### config.mk
export PLATFORM = sky130hd
export DESIGN_NAME = tcb_exec
export DESIGN_NICKNAME = d
export VERILOG_FILES = /design/src/verilog/tcb_pkg.sv /design/src/verilog/tcb_regfile.sv /design/src/verilog/tcb_exec.sv
export VERILOG_INCLUDE_DIRS = /design/src /design/src/verilog
export SDC_FILE = /design/constraint.sdc
export NUM_CORES = 1
export LEC_CHECK = 0
export BUFFER_PORTS_ARGS = -buffer_cell sky130_fd_sc_hd__buf_2
export CORE_ASPECT_RATIO = 2
export CORE_UTILIZATION = 60
export DETAILED_ROUTE_END_ITERATION = 8
export PLACE_DENSITY = 0.78
export SLEW_MARGIN = 20
export SYNTH_ARGS = -nofsm -noshare
export SYNTH_HDL_FRONTEND = slang
export SYNTH_SLANG_ARGS = --single-unit
### constraint.sdc
create_clock -name clk_in -period 23.5 [get_ports clk_in]
set_input_delay 2.35 -clock clk_in [delete_from_list [all_inputs] [get_ports clk_in]]
set_output_delay 2.35 -clock clk_in [all_outputs]
set_load 0.02 [all_outputs]
### src/verilog/tcb_map.svh
// Contract
// - Bit test ANDs rs with immediate, two T-states
// - Bit test changes only negative and zero
// - Relative call pushes PC, flags, enable, banks
// - Call target is next address plus displacement
// - Compare subtracts immediate, sets flags, writes nothing
// - Compare carry set when register below immediate
// - Complement inverts any active register, two T-states
// - Exchange selects bank A and B independently
// - Select bit zero main, one alternate
// - Inactive bank registers keep their contents
// - Enable field: keep, set on two, clear three
// - Conditional jump taken when flag equals state
// - Conditional jump pushes nothing, touches no flags
// - Conditions cover zero, carry, overflow, negative
// - Conditions cover four transceiver status flags
// - Data available code differs from status bit
`ifndef TCB_MAP_SVH
`define TCB_MAP_SVH

`define TCB_OPC_MSB 15
`define TCB_OPC_LSB 12
`define TCB_OP_BIT 4'h1
`define TCB_OP_CALL 4'h2
`define TCB_OP_CMP 4'h3
`define TCB_OP_CPL 4'h4
`define TCB_OP_EXX 4'h5
`define TCB_OP_JCC 4'h6

`define TCB_IMM_MSB 11
`define TCB_IMM_LSB 4
`define TCB_LREG_MSB 3
`define TCB_REG_MSB 4
`define TCB_DISP_MSB 7
`define TCB_JF_MSB 11
`define TCB_JF_LSB 9
`define TCB_JS_BIT 8
`define TCB_BA_BIT 5
`define TCB_BB_BIT 4
`define TCB_G_MSB 3
`define TCB_G_LSB 2

`define TCB_TS_SHORT 2'h2
`define TCB_TS_LONG 2'h3

`define TCB_FLG_N 3
`define TCB_FLG_Z 2
`define TCB_FLG_C 1
`define TCB_FLG_V 0

`define TCB_G_KEEP 2'h0
`define TCB_G_SET 2'h2
`define TCB_G_CLR 2'h3

`define TCB_F_Z 3'h0
`define TCB_F_C 3'h1
`define TCB_F_V 3'h2
`define TCB_F_N 3'h3
`define TCB_F_RA 3'h4
`define TCB_F_RE 3'h5
`define TCB_F_DAV 3'h6
`define TCB_F_TFF 3'h7

`define TCB_TSR_RA_BIT 5
`define TCB_TSR_RE_BIT 4
`define TCB_TSR_DAV_BIT 3
`define TCB_TSR_TFF_BIT 6

`define TCB_NUM_PHYS 44
`define TCB_BANK_A_END 5'h04
`define TCB_BANK_B_END 5'h0C
`define TCB_ALT_BASE 6'h20
`define TCB_PC_RESET 16'h0000

`endif

### src/verilog/tcb_pkg.sv
`include "tcb_map.svh"
`default_nettype none
package tcb_pkg;

    typedef enum logic [1:0] {
        TCB_IDLE = 2'h0,
        TCB_EXEC = 2'h1
    } tcb_state_t;

    typedef struct packed {
        tcb_state_t state;
        logic [1:0] cnt;
        logic [15:0] instr;
        logic [15:0] pc;
        logic [3:0] flags;
        logic global_irq_enable;
        logic bank_a;
        logic bank_b;
        logic push_valid;
        logic [22:0] push_data;
        logic done;
        logic [7:0] host_rdata;
        logic [7:0] tsr_s1;
        logic [7:0] tsr_s2;
    } tcb_core_st_t;

    typedef struct packed {
        logic [`TCB_NUM_PHYS-1:0][7:0] regs;
    } tcb_rf_st_t;

endpackage
`default_nettype wire

### src/verilog/tcb_regfile.sv
`include "tcb_map.svh"
`default_nettype none
module tcb_regfile (
    input wire logic clk_in,
    input wire logic reset_in,
    input wire logic bank_a_sel_in,
    input wire logic bank_b_sel_in,
    input wire logic [4:0] core_addr_in,
    output logic [7:0] core_data_out,
    input wire logic [4:0] host_addr_in,
    output logic [7:0] host_data_out,
    input wire logic wr_en_in,
    input wire logic [4:0] wr_addr_in,
    input wire logic [7:0] wr_data_in
);
    tcb_pkg::tcb_rf_st_t st_r;
    tcb_pkg::tcb_rf_st_t st_nxt;

    // Alternate copies sit above the main 32; unselected copies are never touched
    function automatic logic [5:0] phys(input logic [4:0] a, input logic ba, input logic bb);
        logic alt;
        alt = (a < `TCB_BANK_A_END && ba) ||
              (a >= `TCB_BANK_A_END && a < `TCB_BANK_B_END && bb);
        phys = alt ? `TCB_ALT_BASE + {1'b0, a} : {1'b0, a};
    endfunction

    assign core_data_out = st_r.regs[phys(core_addr_in, bank_a_sel_in, bank_b_sel_in)];
    assign host_data_out = st_r.regs[phys(host_addr_in, bank_a_sel_in, bank_b_sel_in)];

    always_comb begin
        st_nxt = st_r;
        if (wr_en_in) begin
            st_nxt.regs[phys(wr_addr_in, bank_a_sel_in, bank_b_sel_in)] = wr_data_in;
        end
    end

    always_ff @(posedge clk_in or posedge reset_in) begin
        if (reset_in) begin
            st_r <= '0;
        end else begin
            st_r <= st_nxt;
        end
    end
endmodule // tcb_regfile
`default_nettype wire

### src/verilog/tcb_exec.sv
// Design decisions made here: the strobed register port and the register offsets.
`include "tcb_map.svh"
`default_nettype none
module tcb_exec (
    input wire logic clk_in,
    input wire logic reset_in,
    input wire logic instr_valid_in,
    input wire logic [15:0] instr_in,
    output logic instr_ready_out,
    output logic done_out,
    output logic [15:0] pc_out,
    output logic [3:0] flags_out,
    output logic global_irq_enable_out,
    output logic bank_a_sel_out,
    output logic bank_b_sel_out,
    output logic push_valid_out,
    output logic [22:0] push_data_out,
    input wire logic [7:0] transceiver_status_reg_in,
    input wire logic [4:0] reg_addr_in,
    input wire logic [7:0] reg_wdata_in,
    input wire logic reg_wr_in,
    input wire logic reg_rd_in,
    output logic [7:0] reg_rdata_out
);
    tcb_pkg::tcb_core_st_t st_r;
    tcb_pkg::tcb_core_st_t st_nxt;

    logic [3:0] op_w;
    logic [7:0] imm_w;
    logic [7:0] disp_w;
    logic [1:0] g_w;
    logic [4:0] core_addr_w;
    logic [7:0] opa_w;
    logic [7:0] host_data_w;
    logic [7:0] and_w;
    logic [8:0] diff_w;
    logic [7:0] cpl_w;
    logic [15:0] target_w;
    logic cond_w;
    logic taken_w;
    logic last_w;
    logic accept_w;
    logic rf_we;
    logic [4:0] rf_waddr;
    logic [7:0] rf_wdata;

    function automatic logic [1:0] tstates(input logic [3:0] op);
        case (op)
            `TCB_OP_CALL: tstates = `TCB_TS_LONG;
            `TCB_OP_JCC: tstates = `TCB_TS_LONG;
            default: tstates = `TCB_TS_SHORT;
        endcase
    endfunction

    // Status code numbering is not the status register's bit numbering
    function automatic logic flag_sel(input logic [2:0] f, input logic [3:0] fl,
                                      input logic [7:0] transceiver_status_reg);
        case (f)
            `TCB_F_Z: flag_sel = fl[`TCB_FLG_Z];
            `TCB_F_C: flag_sel = fl[`TCB_FLG_C];
            `TCB_F_V: flag_sel = fl[`TCB_FLG_V];
            `TCB_F_N: flag_sel = fl[`TCB_FLG_N];
            `TCB_F_RA: flag_sel = transceiver_status_reg[`TCB_TSR_RA_BIT];
            `TCB_F_RE: flag_sel = transceiver_status_reg[`TCB_TSR_RE_BIT];
            `TCB_F_DAV: flag_sel = transceiver_status_reg[`TCB_TSR_DAV_BIT];
            `TCB_F_TFF: flag_sel = transceiver_status_reg[`TCB_TSR_TFF_BIT];
            default: flag_sel = 1'b0;
        endcase
    endfunction

    assign op_w = st_r.instr[`TCB_OPC_MSB:`TCB_OPC_LSB];
    assign imm_w = st_r.instr[`TCB_IMM_MSB:`TCB_IMM_LSB];
    assign disp_w = st_r.instr[`TCB_DISP_MSB:0];
    assign g_w = st_r.instr[`TCB_G_MSB:`TCB_G_LSB];
    // Limited forms reach only the first sixteen active registers
    assign core_addr_w = (op_w == `TCB_OP_CPL) ? st_r.instr[`TCB_REG_MSB:0]
                                               : {1'b0, st_r.instr[`TCB_LREG_MSB:0]};
    assign and_w = opa_w & imm_w;
    assign diff_w = {1'b0, opa_w} - {1'b0, imm_w};
    assign cpl_w = ~opa_w;
    assign target_w = st_r.pc + {{8{disp_w[7]}}, disp_w};
    assign cond_w = flag_sel(st_r.instr[`TCB_JF_MSB:`TCB_JF_LSB], st_r.flags, st_r.tsr_s2);
    assign taken_w = (cond_w == st_r.instr[`TCB_JS_BIT]);
    assign last_w = (st_r.state == tcb_pkg::TCB_EXEC) && (st_r.cnt == 2'h1);
    assign accept_w = instr_valid_in && instr_ready_out;

    assign instr_ready_out = (st_r.state == tcb_pkg::TCB_IDLE);
    assign done_out = st_r.done;
    assign pc_out = st_r.pc;
    assign flags_out = st_r.flags;
    assign global_irq_enable_out = st_r.global_irq_enable;
    assign bank_a_sel_out = st_r.bank_a;
    assign bank_b_sel_out = st_r.bank_b;
    assign push_valid_out = st_r.push_valid;
    assign push_data_out = st_r.push_data;
    assign reg_rdata_out = st_r.host_rdata;

    tcb_regfile u_regfile (
        .clk_in(clk_in),
        .reset_in(reset_in),
        .bank_a_sel_in(st_r.bank_a),
        .bank_b_sel_in(st_r.bank_b),
        .core_addr_in(core_addr_w),
        .core_data_out(opa_w),
        .host_addr_in(reg_addr_in),
        .host_data_out(host_data_w),
        .wr_en_in(rf_we),
        .wr_addr_in(rf_waddr),
        .wr_data_in(rf_wdata)
    );

    always_comb begin
        st_nxt = st_r;
        st_nxt.done = 1'b0;
        st_nxt.push_valid = 1'b0;
        st_nxt.host_rdata = reg_rd_in ? host_data_w : 8'h00;
        st_nxt.tsr_s1 = transceiver_status_reg_in;
        st_nxt.tsr_s2 = st_r.tsr_s1;
        rf_we = 1'b0;
        rf_waddr = reg_addr_in;
        rf_wdata = reg_wdata_in;
        case (st_r.state)
            tcb_pkg::TCB_IDLE: begin
                if (accept_w) begin
                    st_nxt.instr = instr_in;
                    st_nxt.pc = st_r.pc + 16'h0001;
                    st_nxt.cnt = tstates(instr_in[`TCB_OPC_MSB:`TCB_OPC_LSB]) - 2'h1;
                    st_nxt.state = tcb_pkg::TCB_EXEC;
                end else if (reg_wr_in) begin
                    // Host writes only land while no instruction is in flight
                    rf_we = 1'b1;
                end
            end
            tcb_pkg::TCB_EXEC: begin
                if (st_r.cnt != 2'h1) begin
                    st_nxt.cnt = st_r.cnt - 2'h1;
                end else begin
                    st_nxt.state = tcb_pkg::TCB_IDLE;
                    st_nxt.done = 1'b1;
                    case (op_w)
                        `TCB_OP_BIT: begin
                            st_nxt.flags[`TCB_FLG_N] = and_w[7];
                            st_nxt.flags[`TCB_FLG_Z] = (and_w == 8'h00);
                        end
                        `TCB_OP_CALL: begin
                            st_nxt.push_valid = 1'b1;
                            st_nxt.push_data = {st_r.pc, st_r.global_irq_enable, st_r.flags,
                                                st_r.bank_a, st_r.bank_b};
                            st_nxt.pc = target_w;
                        end
                        `TCB_OP_CMP: begin
                            st_nxt.flags[`TCB_FLG_N] = diff_w[7];
                            st_nxt.flags[`TCB_FLG_Z] = (diff_w[7:0] == 8'h00);
                            st_nxt.flags[`TCB_FLG_C] = diff_w[8];
                            st_nxt.flags[`TCB_FLG_V] = (opa_w[7] != imm_w[7]) &&
                                                       (diff_w[7] != opa_w[7]);
                        end
                        `TCB_OP_CPL: begin
                            rf_we = 1'b1;
                            rf_waddr = core_addr_w;
                            rf_wdata = cpl_w;
                            st_nxt.flags[`TCB_FLG_N] = cpl_w[7];
                            st_nxt.flags[`TCB_FLG_Z] = (cpl_w == 8'h00);
                        end
                        `TCB_OP_EXX: begin
                            st_nxt.bank_a = st_r.instr[`TCB_BA_BIT];
                            st_nxt.bank_b = st_r.instr[`TCB_BB_BIT];
                            // Reserved code leaves the enable alone, as the default does
                            case (g_w)
                                `TCB_G_SET: st_nxt.global_irq_enable = 1'b1;
                                `TCB_G_CLR: st_nxt.global_irq_enable = 1'b0;
                                default: st_nxt.global_irq_enable = st_r.global_irq_enable;
                            endcase
                        end
                        `TCB_OP_JCC: begin
                            if (taken_w) begin
                                st_nxt.pc = target_w;
                            end
                        end
                        default: begin
                            st_nxt.pc = st_r.pc;
                        end
                    endcase
                end
            end
            default: begin
                st_nxt.state = tcb_pkg::TCB_IDLE;
            end
        endcase
    end

    always_ff @(posedge clk_in or posedge reset_in) begin
        if (reset_in) begin
            st_r <= '0;
            st_r.pc <= `TCB_PC_RESET;
        end else begin
            st_r <= st_nxt;
        end
    end
endmodule // tcb_exec
`default_nettype wire

# Yosys cells after proc, flatten, opt, wreduce, memory -nomap -nowiden
# Cells that the tools add are included.
# word_totals
input_bits	42
output_inout_bits	57
ff_bits	442
elab_cells	185
# classes
muxes	42
n_eq_ne	27
n_lt_le_gt_ge	13
addsub	8
reduce_logical	33
n_bitwise	3
# ops
cell	count
bitwise mux 352 bit	1
binary-select mux 8 bit (select 6 bit)	2
case mux 16 bit (2 select lines)	2
2-to-1 mux 8 bit	7
demux 8 bit (select 6 bit)	1
2-to-1 mux 48 bit	1
2-to-1 mux 36 bit	1
2-to-1 mux 25 bit	1
zero test 8 bit	3
2-to-1 mux 24 bit	1
less-than comparator 6 x 7 -> 1 bit, second input constant	3
2-to-1 mux 5 bit	4
adder 6 x 5 -> 6 bit, first input constant	3
2-to-1 mux 6 bit	3
adder 16 x 1 -> 16 bit, second input constant	1
adder 16 bit	1
equality test 4 x 3 -> 1 bit, second input constant	4
2-to-1 mux 16 bit	1
>= comparator 5 x 3 -> 1 bit, second input constant	3
less-than comparator 5 x 3 -> 1 bit, second input constant	3
less-than comparator 5 x 4 -> 1 bit, second input constant	3
AND reduction 3 bit	5
equality test 3 bit, second input constant	4
equality test 4 x 2 -> 1 bit, second input constant	3
34 further kinds	65

# Logic depth before layout (Yosys ltp)
# Gate-level depths: netlist of the first run.
# logic_depth
depth_word	15
depth_mapped	20
ltp_nobuf	17

# Hierarchy
# From an unflattened synthesis of the first run, not the netlist that was laid out.
# hier_totals
hier_cells	1882
area_unflattened_um2	24554.8
# modules_own_cells
mod	instances	area_each_um2	cells_each
tcb_regfile	1	19257.2	1314
tcb_exec	1	5297.6	568

# Worst setup path after synthesis of the first run
# Ideal clock, no wire load.
# synth_path
path_kind	input-to-reg
startpoint	input reg_addr_in[0]
endpoint	register st_r (netlist bit reg_rdata_out[5])
cell_stages	7
path_slack_ns	18.940
required_ns	23.380
t_arrival_ns	4.439
path_cell_list	clkbuf_1 > buf_1 > mux4_2 > mux4_2 > mux2i_1 > nand2_1 > o211a_1
# synth_rtl
item	line_no	rtl
from (decl)	tcb_exec.sv:19	input wire logic [4:0] reg_addr_in,
to (signal assigned)	tcb_exec.sv:197	st_r <= st_nxt;
to (decl)	tcb_exec.sv:25	tcb_pkg::tcb_core_st_t st_r;

# Worst setup path after layout of the first run
# layout_path
startpoint	register st_r (netlist bit disp_w[0])
endpoint	register st_r (netlist bit flags_out[2])
# layout_via
elab_chain_cells	11
elab_cells_between_ends	19
# layout_lines
item	line_no	rtl
2-to-1 mux 5 bit *	tcb_exec.sv:76	assign core_addr_w = (op_w == `TCB_OP_CPL) ? st_r.instr[`TCB_REG_MSB:0]
>= comparator 5 x 3 -> 1 bit (no source line) / less-than comparator 5 x 4 -> 1 bit (equally long branches)	-	
logical AND 1 bit (no source line)	-	
logical AND 1 bit	tcb_regfile.sv:23	(a >= `TCB_BANK_A_END && a < `TCB_BANK_B_END && bb);
logical OR 1 bit	tcb_regfile.sv:22	alt = (a < `TCB_BANK_A_END && ba) ||
2-to-1 mux 6 bit *	tcb_regfile.sv:24	phys = alt ? `TCB_ALT_BASE + {1'b0, a} : {1'b0, a};
binary-select mux 8 bit (select 6 bit) *	tcb_regfile.sv:27	assign core_data_out = st_r.regs[phys(core_addr_in, bank_a_sel_in, bank_b_sel_in)];
2-to-1 mux 8 bit (not written as such) *	tcb_regfile.sv:27	
subtractor 8 x 8 -> 9 bit (tied with other cells)	tcb_exec.sv:79	assign diff_w = {1'b0, opa_w} - {1'b0, imm_w};
zero test 8 bit (on tied branches)	tcb_exec.sv:153, tcb_exec.sv:143, tcb_exec.sv:163	
case mux 2 bit (3 select lines) *	tcb_exec.sv:140	case (op_w)
# Every way passes the cells marked *; elsewhere a longest branch is shown, timed or not. The select of a mux whose other input is x is not followed.
# A chain may end at the register's enable or synchronous reset.

==> results of run 1 <==
Yosys cell counts, drive strengths merged (5+ instances only):
cell | instances | area (sq um)
nand2 | 306 | 1151
clkbuf | 84 | 315.3
o2bb2ai | 9 | 78.83
o21bai | 5 | 37.54
xnor2 | 12 | 105.1
buf | 116 | 825.8
o211a | 8 | 80.08
nor2 | 108 | 405.4
mux4 | 200 | 4557
nor3 | 17 | 90.09
mux2i | 34 | 356.6
o21ai | 241 | 1289
o21a | 5 | 37.54
a211oi | 7 | 52.55
nand3 | 18 | 90.09
dfrtp | 435 | 10890
a21o | 6 | 45.04
o31ai | 6 | 45.04
and3 | 8 | 50.05
mux2 | 144 | 1622
ha | 33 | 412.9
or2 | 5 | 31.28
nor4 | 8 | 50.05
a22oi | 17 | 141.4
inv | 19 | 71.32
xor2 | 5 | 43.79
a21oi | 96 | 551.8
a31oi | 17 | 106.4
nor2b | 9 | 56.30
and2 | 12 | 75.08
path summary, 6_finish.rpt:
check,to,start,cells past startpoint,slack [ns]
setup / recovery,flags_out[2],disp_w[0],16,18.11
hold / removal,st_r[4],st_nxt[4],0,0.35
max in group asynchronous,disp_w[1],reset_in,4,19.44
setup reg to reg,flags_out[2],disp_w[0],16,18.11
hold reg to reg,st_r[4],st_nxt[4],0,0.35
min in group asynchronous,pc_out[1],reset_in,2,2.00
layer usage:
layer | global-route usage | part of all wire
met2 | 0.5772 | 0.51
met5 | 0 | 0
met4 | 0.3066 | 0.099
met1 | 0.3745 | 0.33
met3 | 0.05928 | 0.065
sequential cells by signal, summed over array words and instances (netlist names):
register / cells
u_regfile.st_r: 352
push_data_out: 23
pc_out: 16
disp_w: 8
reg_rdata_out: 8
st_r: 7
flags_out: 4
imm_w: 4
op_w: 4
st_nxt: 4
bank_a_sel_out: 1
bank_b_sel_out: 1
done_out: 1
global_irq_enable_out: 1
push_valid_out: 1
layout make-up:
class / count / area, sq um / area share
Multi-Input combinational cell: 1377 / 12010 / 0.4655
Sequential cell: 435 / 10890 / 0.4222
Clock buffer: 52 / 1135 / 0.04399
Timing Repair Buffer: 126 / 752.0 / 0.02915
Tap cell: 525 / 656.9 / 0.02546
Clock inverter: 16 / 261.5 / 0.01014
Inverter: 21 / 86.33 / 0.003346
Antenna cell: 2 / 5.005 / 0.0001940
through the flow:
step	cells	utilization	cell area (sq um)	setup WS [ns]	hold slack, ns
detailed placement	2483	0.6180	24370	17.65	0.3347
CTS	2551	0.6534	25770	18.04	0.3500
floorplan	2033	-	24030	9.033	0.3312
global placement	2483	0.6179	24370	17.65	0.3346
finish	2554	0.6542	25800	18.11	0.3486
global route	2552	0.6541	25790	17.66	0.3590
worst max-delay path, delay by kind of cell (launching register included):
family / cells / cell delay (ns)
buf+inv: 2 / 0.84
compound gates: 8 / 1.46
mux: 2 / 0.98
fa+ha+maj: 2 / 0.67
simple gates: 2 / 0.34
flops: 1 / 0.90
kinds of logic after synthesis:
group | after synthesis | synth area share
compound gates | 436 | 0.1095
xor+xnor | 17 | 0.006195
fa+ha+maj | 35 | 0.01885
buf+inv | 221 | 0.05076
flops | 435 | 0.4529
mux | 378 | 0.2719
simple gates | 511 | 0.08991
report_power, final:
group	switching (W)	total, W	internal (W)	leakage, nW
logic	0.000656	0.00117	0.000516	4.92
clock network	0.000286	0.000701	0.000416	0.693
registers	0.000213	0.00115	0.000933	5.87
==> flow_summary.ini, run 1 <==
[run_status]
status = completed

[grt]
first_global_vias = 18107
grt_max_degree = 169
antenna_found_initial = 1
grt_first_pass_wirelength_microns = 104500
grt_overflow = 0
gr-usage-all-layers = 0.3463

[cts]
clk_pin_slew_worst_paths_ns = 0.07
cts_buffers = 37
worstSkewPairLatency_ns = 0.55
cts_tree = built
cts_resized = 0
clock_path_buffers = 3
cts_setup_buffers = 0
htreeDepth = 2
hold_buffers = 0
cts_root_buf = clkbuf_16
cts_sinks = 435

[floorplan]
die_h_microns = 285.0
core.rowCount = 103
die_w_microns = 143.5
ios = 99
dieArea_sq_um = 40910
core-area_sq_um = 39440
start_util = 0.6095

[job]
maxCapViolations = 0

[logic_synthesis]
ys.flop_type = dfrtp_1
yosys_warnings = 0
synth_edf_count = 0
yosysSeqAreaShare = 0.4529
synth_cells = 2033
synth_nets = 2110
synthesis.area_sq_um = 24030
ys_seq_elements = 435
ys_types = 70
syn_avg_cell_area_sq_um = 11.82
ys_async_sr_fraction = 1.000

[timing]
fmax_ghz = 0.1854
drv_slew = 0
relSlewSlack = 0.1680
fin_crit_sh = 0.2295
fin_skew_ns = 0.02672
setup_violations = 0
period_needed_ns = 5.394
tns_ns = 0
rsz0062_at_grt = no
tightest_slew_ns = 1.243
hold_viol = 0

[worst_setup_path]
cp_slowest_cell = dfrtp_4
end_kind = register
crit_fanout = 41
crit_arrival_ns = 5.80
required_ns = 23.91
critPathMaxStageDelay_ns = 0.90
path_cells = buf_4 -> mux4_4 -> nand2_1 -> nand4_1 -> o211ai_2 -> ha_1 -> inv_1 -> fa_1 -> a21o_1 -> a21o_1 -> a21oi_1 -> o21ai_0 -> o2111ai_1 -> o21ai_0 -> mux2i_1 -> o41ai_1
path_class = register to register
cp-start-kind = register

[route]
post_drt_wl_per_cell_microns = 26.34
drc_errors = 0
first_pass_iters = 7
final_antenna_net_count = 0
totalWireLength_microns = 67270
drt_iter0_drc = 1329
viasPerCell = 6.783
vias = 17323

[finish]
layout_common_cells = dfrtp_1, nand2_1, o21ai_0
drive_gt1_frac = 0.2911
layout_commonest_cell = dfrtp_1
fin_nets = 2075
syn2layout_area_growth_pct = 7.345
nFillCells = 2864

[place]
dpl.hpwl_microns = 46030
port_buffers = 94
place.gp.congestion = 0.9229

[pwr]
power_leakage_nw = 11.49
p_total_w = 0.003019
power.density_nw_per_um2 = 117.0
ir_drop_v = 0.00005858

[hold_path]
hp-class = register to register
(Power assumes the default switching activity.)
==> inputs of run 2 (changes only) <==
Settings changed: ABC_AREA from default to 1.
Clock period 23.5 ns to 5.4 ns, I/O delays scaled along.
==> run 2 against run 1 <==
  * Sequential power grew to 4.3 times the previous value
  * Core utilization is essentially flat
  * Synthesized cell count grew 69%
  * Final area grew 4.3%
  * Register-to-register slack lost 17 ns
  * Clock skew shrank 0.0093 ns
  * Synthesized area grew 4.6%
  * Wire length grew 38%
  * Cell count grew 54%
  * Clock-buffer cell count grew 2
  * Largest cell class unchanged
==> flow_summary.ini, run 2 <==
[worst_setup_path]
cp_slowest_cell = inv_1
critPathMaxStageDelay_ns = 0.72
crit_arrival_ns = 4.96
r2r_end = flags_out[2]
path_cells = inv_2 -> nand2_1 -> inv_1 -> nand2_1 -> nand4_1 -> nand2_1 -> nand3_1 -> ha_1 -> inv_1 -> fa_1 -> nand4_1 -> nand3_1 -> xor2_1 -> nand4_1 -> o21a_1 -> nand2_1 -> nand2_1 -> nand2_1
crit_top_cell = nand2_1
timing.rr.start = disp_w[2]
cp-start-kind = register
path_class = register to register
required_ns = 5.90
cp-startpoint = disp_w[2]
end_kind = register
reg2reg_slack_ns = 0.93
r2r_cells = 18
critical-path-top-delay-family = simple AND/OR/NAND/NOR gates
worstPathBufferInverterCount = 3
cp.depth = 18
crit_fanout = 22
crit_end = flags_out[2]

[logic_synthesis]
synth_commonest_cells = nand2_1, o21ai_0, dfrtp_1
synth_cells = 3433
ys.flop_type = dfrtp_1
synthesis.area_sq_um = 25140
synth.area.top_cells = dfrtp_1, nand2_1, o21ai_0, a21oi_1, nand3_1
yosysTopAreaCell = dfrtp_1
synth_nets = 3510
synth_top_area_frac = 0.4330
ys_types = 53
ys_seq_elements = 435
yosysMostFrequentCell = nand2_1
synth_edf_count = 0
syn_avg_cell_area_sq_um = 7.322
ys_async_sr_fraction = 1.000
yosys_warnings = 0
yosysSeqAreaShare = 0.4330

[route]
vias = 24617
post_drt_wl_per_cell_microns = 23.65
final_antenna_net_count = 0
totalWireLength_microns = 92860
first_pass_iters = 9
drt_iter0_drc = 2594
drc_errors = 0
viasPerCell = 6.270

[grt]
grt_max_degree = 151
grt_overflow = 0
first_global_vias = 23809
met1_usage = 0.4580
antenna_found_initial = 0
grtUsageMet3 = 0.06285
gr-usage-all-layers = 0.4387
grt_first_pass_wirelength_microns = 139700
top_usage_layer = met2
grtUsageMet2 = 0.7368

[timing]
rsz0062_at_grt = no
worst_slack_ns = 0.9342
fmax_ghz = 0.2239
drv_slew = 0
tns_ns = 0
fin_skew_ns = 0.01741
hold_viol = 0
tightest_slew_ns = 1.144
setup_violations = 0
fin_crit_sh = 0.8270
period_needed_ns = 4.466
relSlewSlack = 0.2346

[place]
place.gp.congestion = 1.048
dpl.hpwl_microns = 63300
port_buffers = 94
post-place-cells = 3851
dp_worst_setup_slack_ns = 1.211

[finish]
layout_common_cells = nand2_1, o21ai_0, dfrtp_1
syn2layout_area_growth_pct = 7.013
nFillCells = 3600
fin_util = 0.6542
stdcell_count = 3926
top_register = u_regfile.st_r
fin_nets = 3436
drive_gt1_frac = 0.09442
layout_commonest_cell = nand2_1
largest_register_ffs = 352

[cts]
worstSkewPairLatency_ns = 0.57
cts_buffers = 41
hold_buffers = 0
clk_pin_slew_worst_paths_ns = 0.07
htreeDepth = 2
cts_setup_buffers = 0
cts_tree = built
clock_path_buffers = 3
cts_sinks = 435
cts_root_buf = clkbuf_16
cts_resized = 0

[pwr]
power.density_nw_per_um2 = 546.3
power_leakage_nw = 12.46
p_total_w = 0.01470
ir_drop_v = 0.0003945

[floorplan]
core.rowCount = 105
start_util = 0.6113
core-area_sq_um = 41120
ios = 99
die_w_microns = 146.7
dieArea_sq_um = 42770
die_h_microns = 291.5

[job]
maxCapViolations = 0

[run_status]
status = completed

[hold_path]
hp-class = input pin to register
==> run 2: cell count changes after synthesis, moves of 32 or more <==
cell	delta
a21oi_1	+147
inv_1	+160
mux2_2	-131
mux2i_1	-32
mux4_2	-185
nand2_1	+773
nand3_1	+155
nor2_1	+75
o21ai_0	+309
o21ai_1	+98
==> run 2: worst min-delay path by stage <==
stage                      to  cells past startpoint                         start  slack (ns)
detailed placement    st_r[5]                      0                     st_nxt[5]        0.34
finish              st_nxt[5]                      1  transceiver_status_reg_in[5]        0.08
global placement      st_r[5]                      0                     st_nxt[5]        0.33
floorplan             st_r[3]                      0                     st_nxt[3]        0.33
CTS                 st_nxt[4]                      1  transceiver_status_reg_in[4]        0.08
global route        st_nxt[5]                      1  transceiver_status_reg_in[5]        0.09
==> run 2: final cells by class <==
class / instances / area (sq um) / share of cell area
Timing Repair Buffer: 146 / 975.9 / 0.03628
Antenna cell: 2 / 5.005 / 0.0001860
Clock buffer: 54 / 1147 / 0.04265
Inverter: 205 / 785.8 / 0.02921
Tap cell: 535 / 669.4 / 0.02488
Multi-Input combinational cell: 2530 / 12130 / 0.4511
Sequential cell: 435 / 10890 / 0.4049
Clock inverter: 19 / 290.3 / 0.01079
==> run 2: worst reg2reg max path: stages, from the launching register on <==
cell and delay, ns:
dfrtp_1 0.55, inv_2 0.11, nand2_1 0.21, inv_1 0.72, nand2_1 0.42, nand4_1 0.43
nand2_1 0.13, nand3_1 0.12, ha_1 0.23, inv_1 0.09, fa_1 0.46, nand4_1 0.15
nand3_1 0.09, xor2_1 0.19, nand4_1 0.12, o21a_1 0.19, nand2_1 0.06, nand2_1 0.04
nand2_1 0.06
==> run 2: per-layer routing <==
metal	wire length, microns	vias to the layer above	part of all wire
met5	0	-	0
met4	10580	0	0.11
met3	6922	448	0.075
met2	45310	1437	0.49
met1	30050	11626	0.32
li1	-	11106	-
==> run 2: cells by family after synthesis <==
kind of cell             synth area share
adder cells (fa/ha/maj)           0.01802
XOR/XNOR                         0.003136
AO/OA/AOI/OAI                      0.2015
flip-flops                         0.4330
AND/OR/NAND/NOR                    0.2528
buffers and inverters             0.08666
multiplexers                     0.004928
==> run 2: stage by stage <==
stage | hold WS, ns | area [sq um]
2_1_floorplan | 0.3312 | 25140
3_3_place_gp | 0.3318 | 25460
3_5_place_dp | 0.3365 | 25460
4_1_cts | 0.07521 | 26900
5_1_grt | 0.08615 | 26900
6_report | 0.08213 | 26900
==> run 2: where the power goes <==
part	leakage (nW)	total [W]	internal (W)	switching, W
Sequential	5.77	0.00490	0.00410	0.000807
Combinational	5.99	0.00664	0.00203	0.00461
Clock	0.701	0.00316	0.00184	0.00132
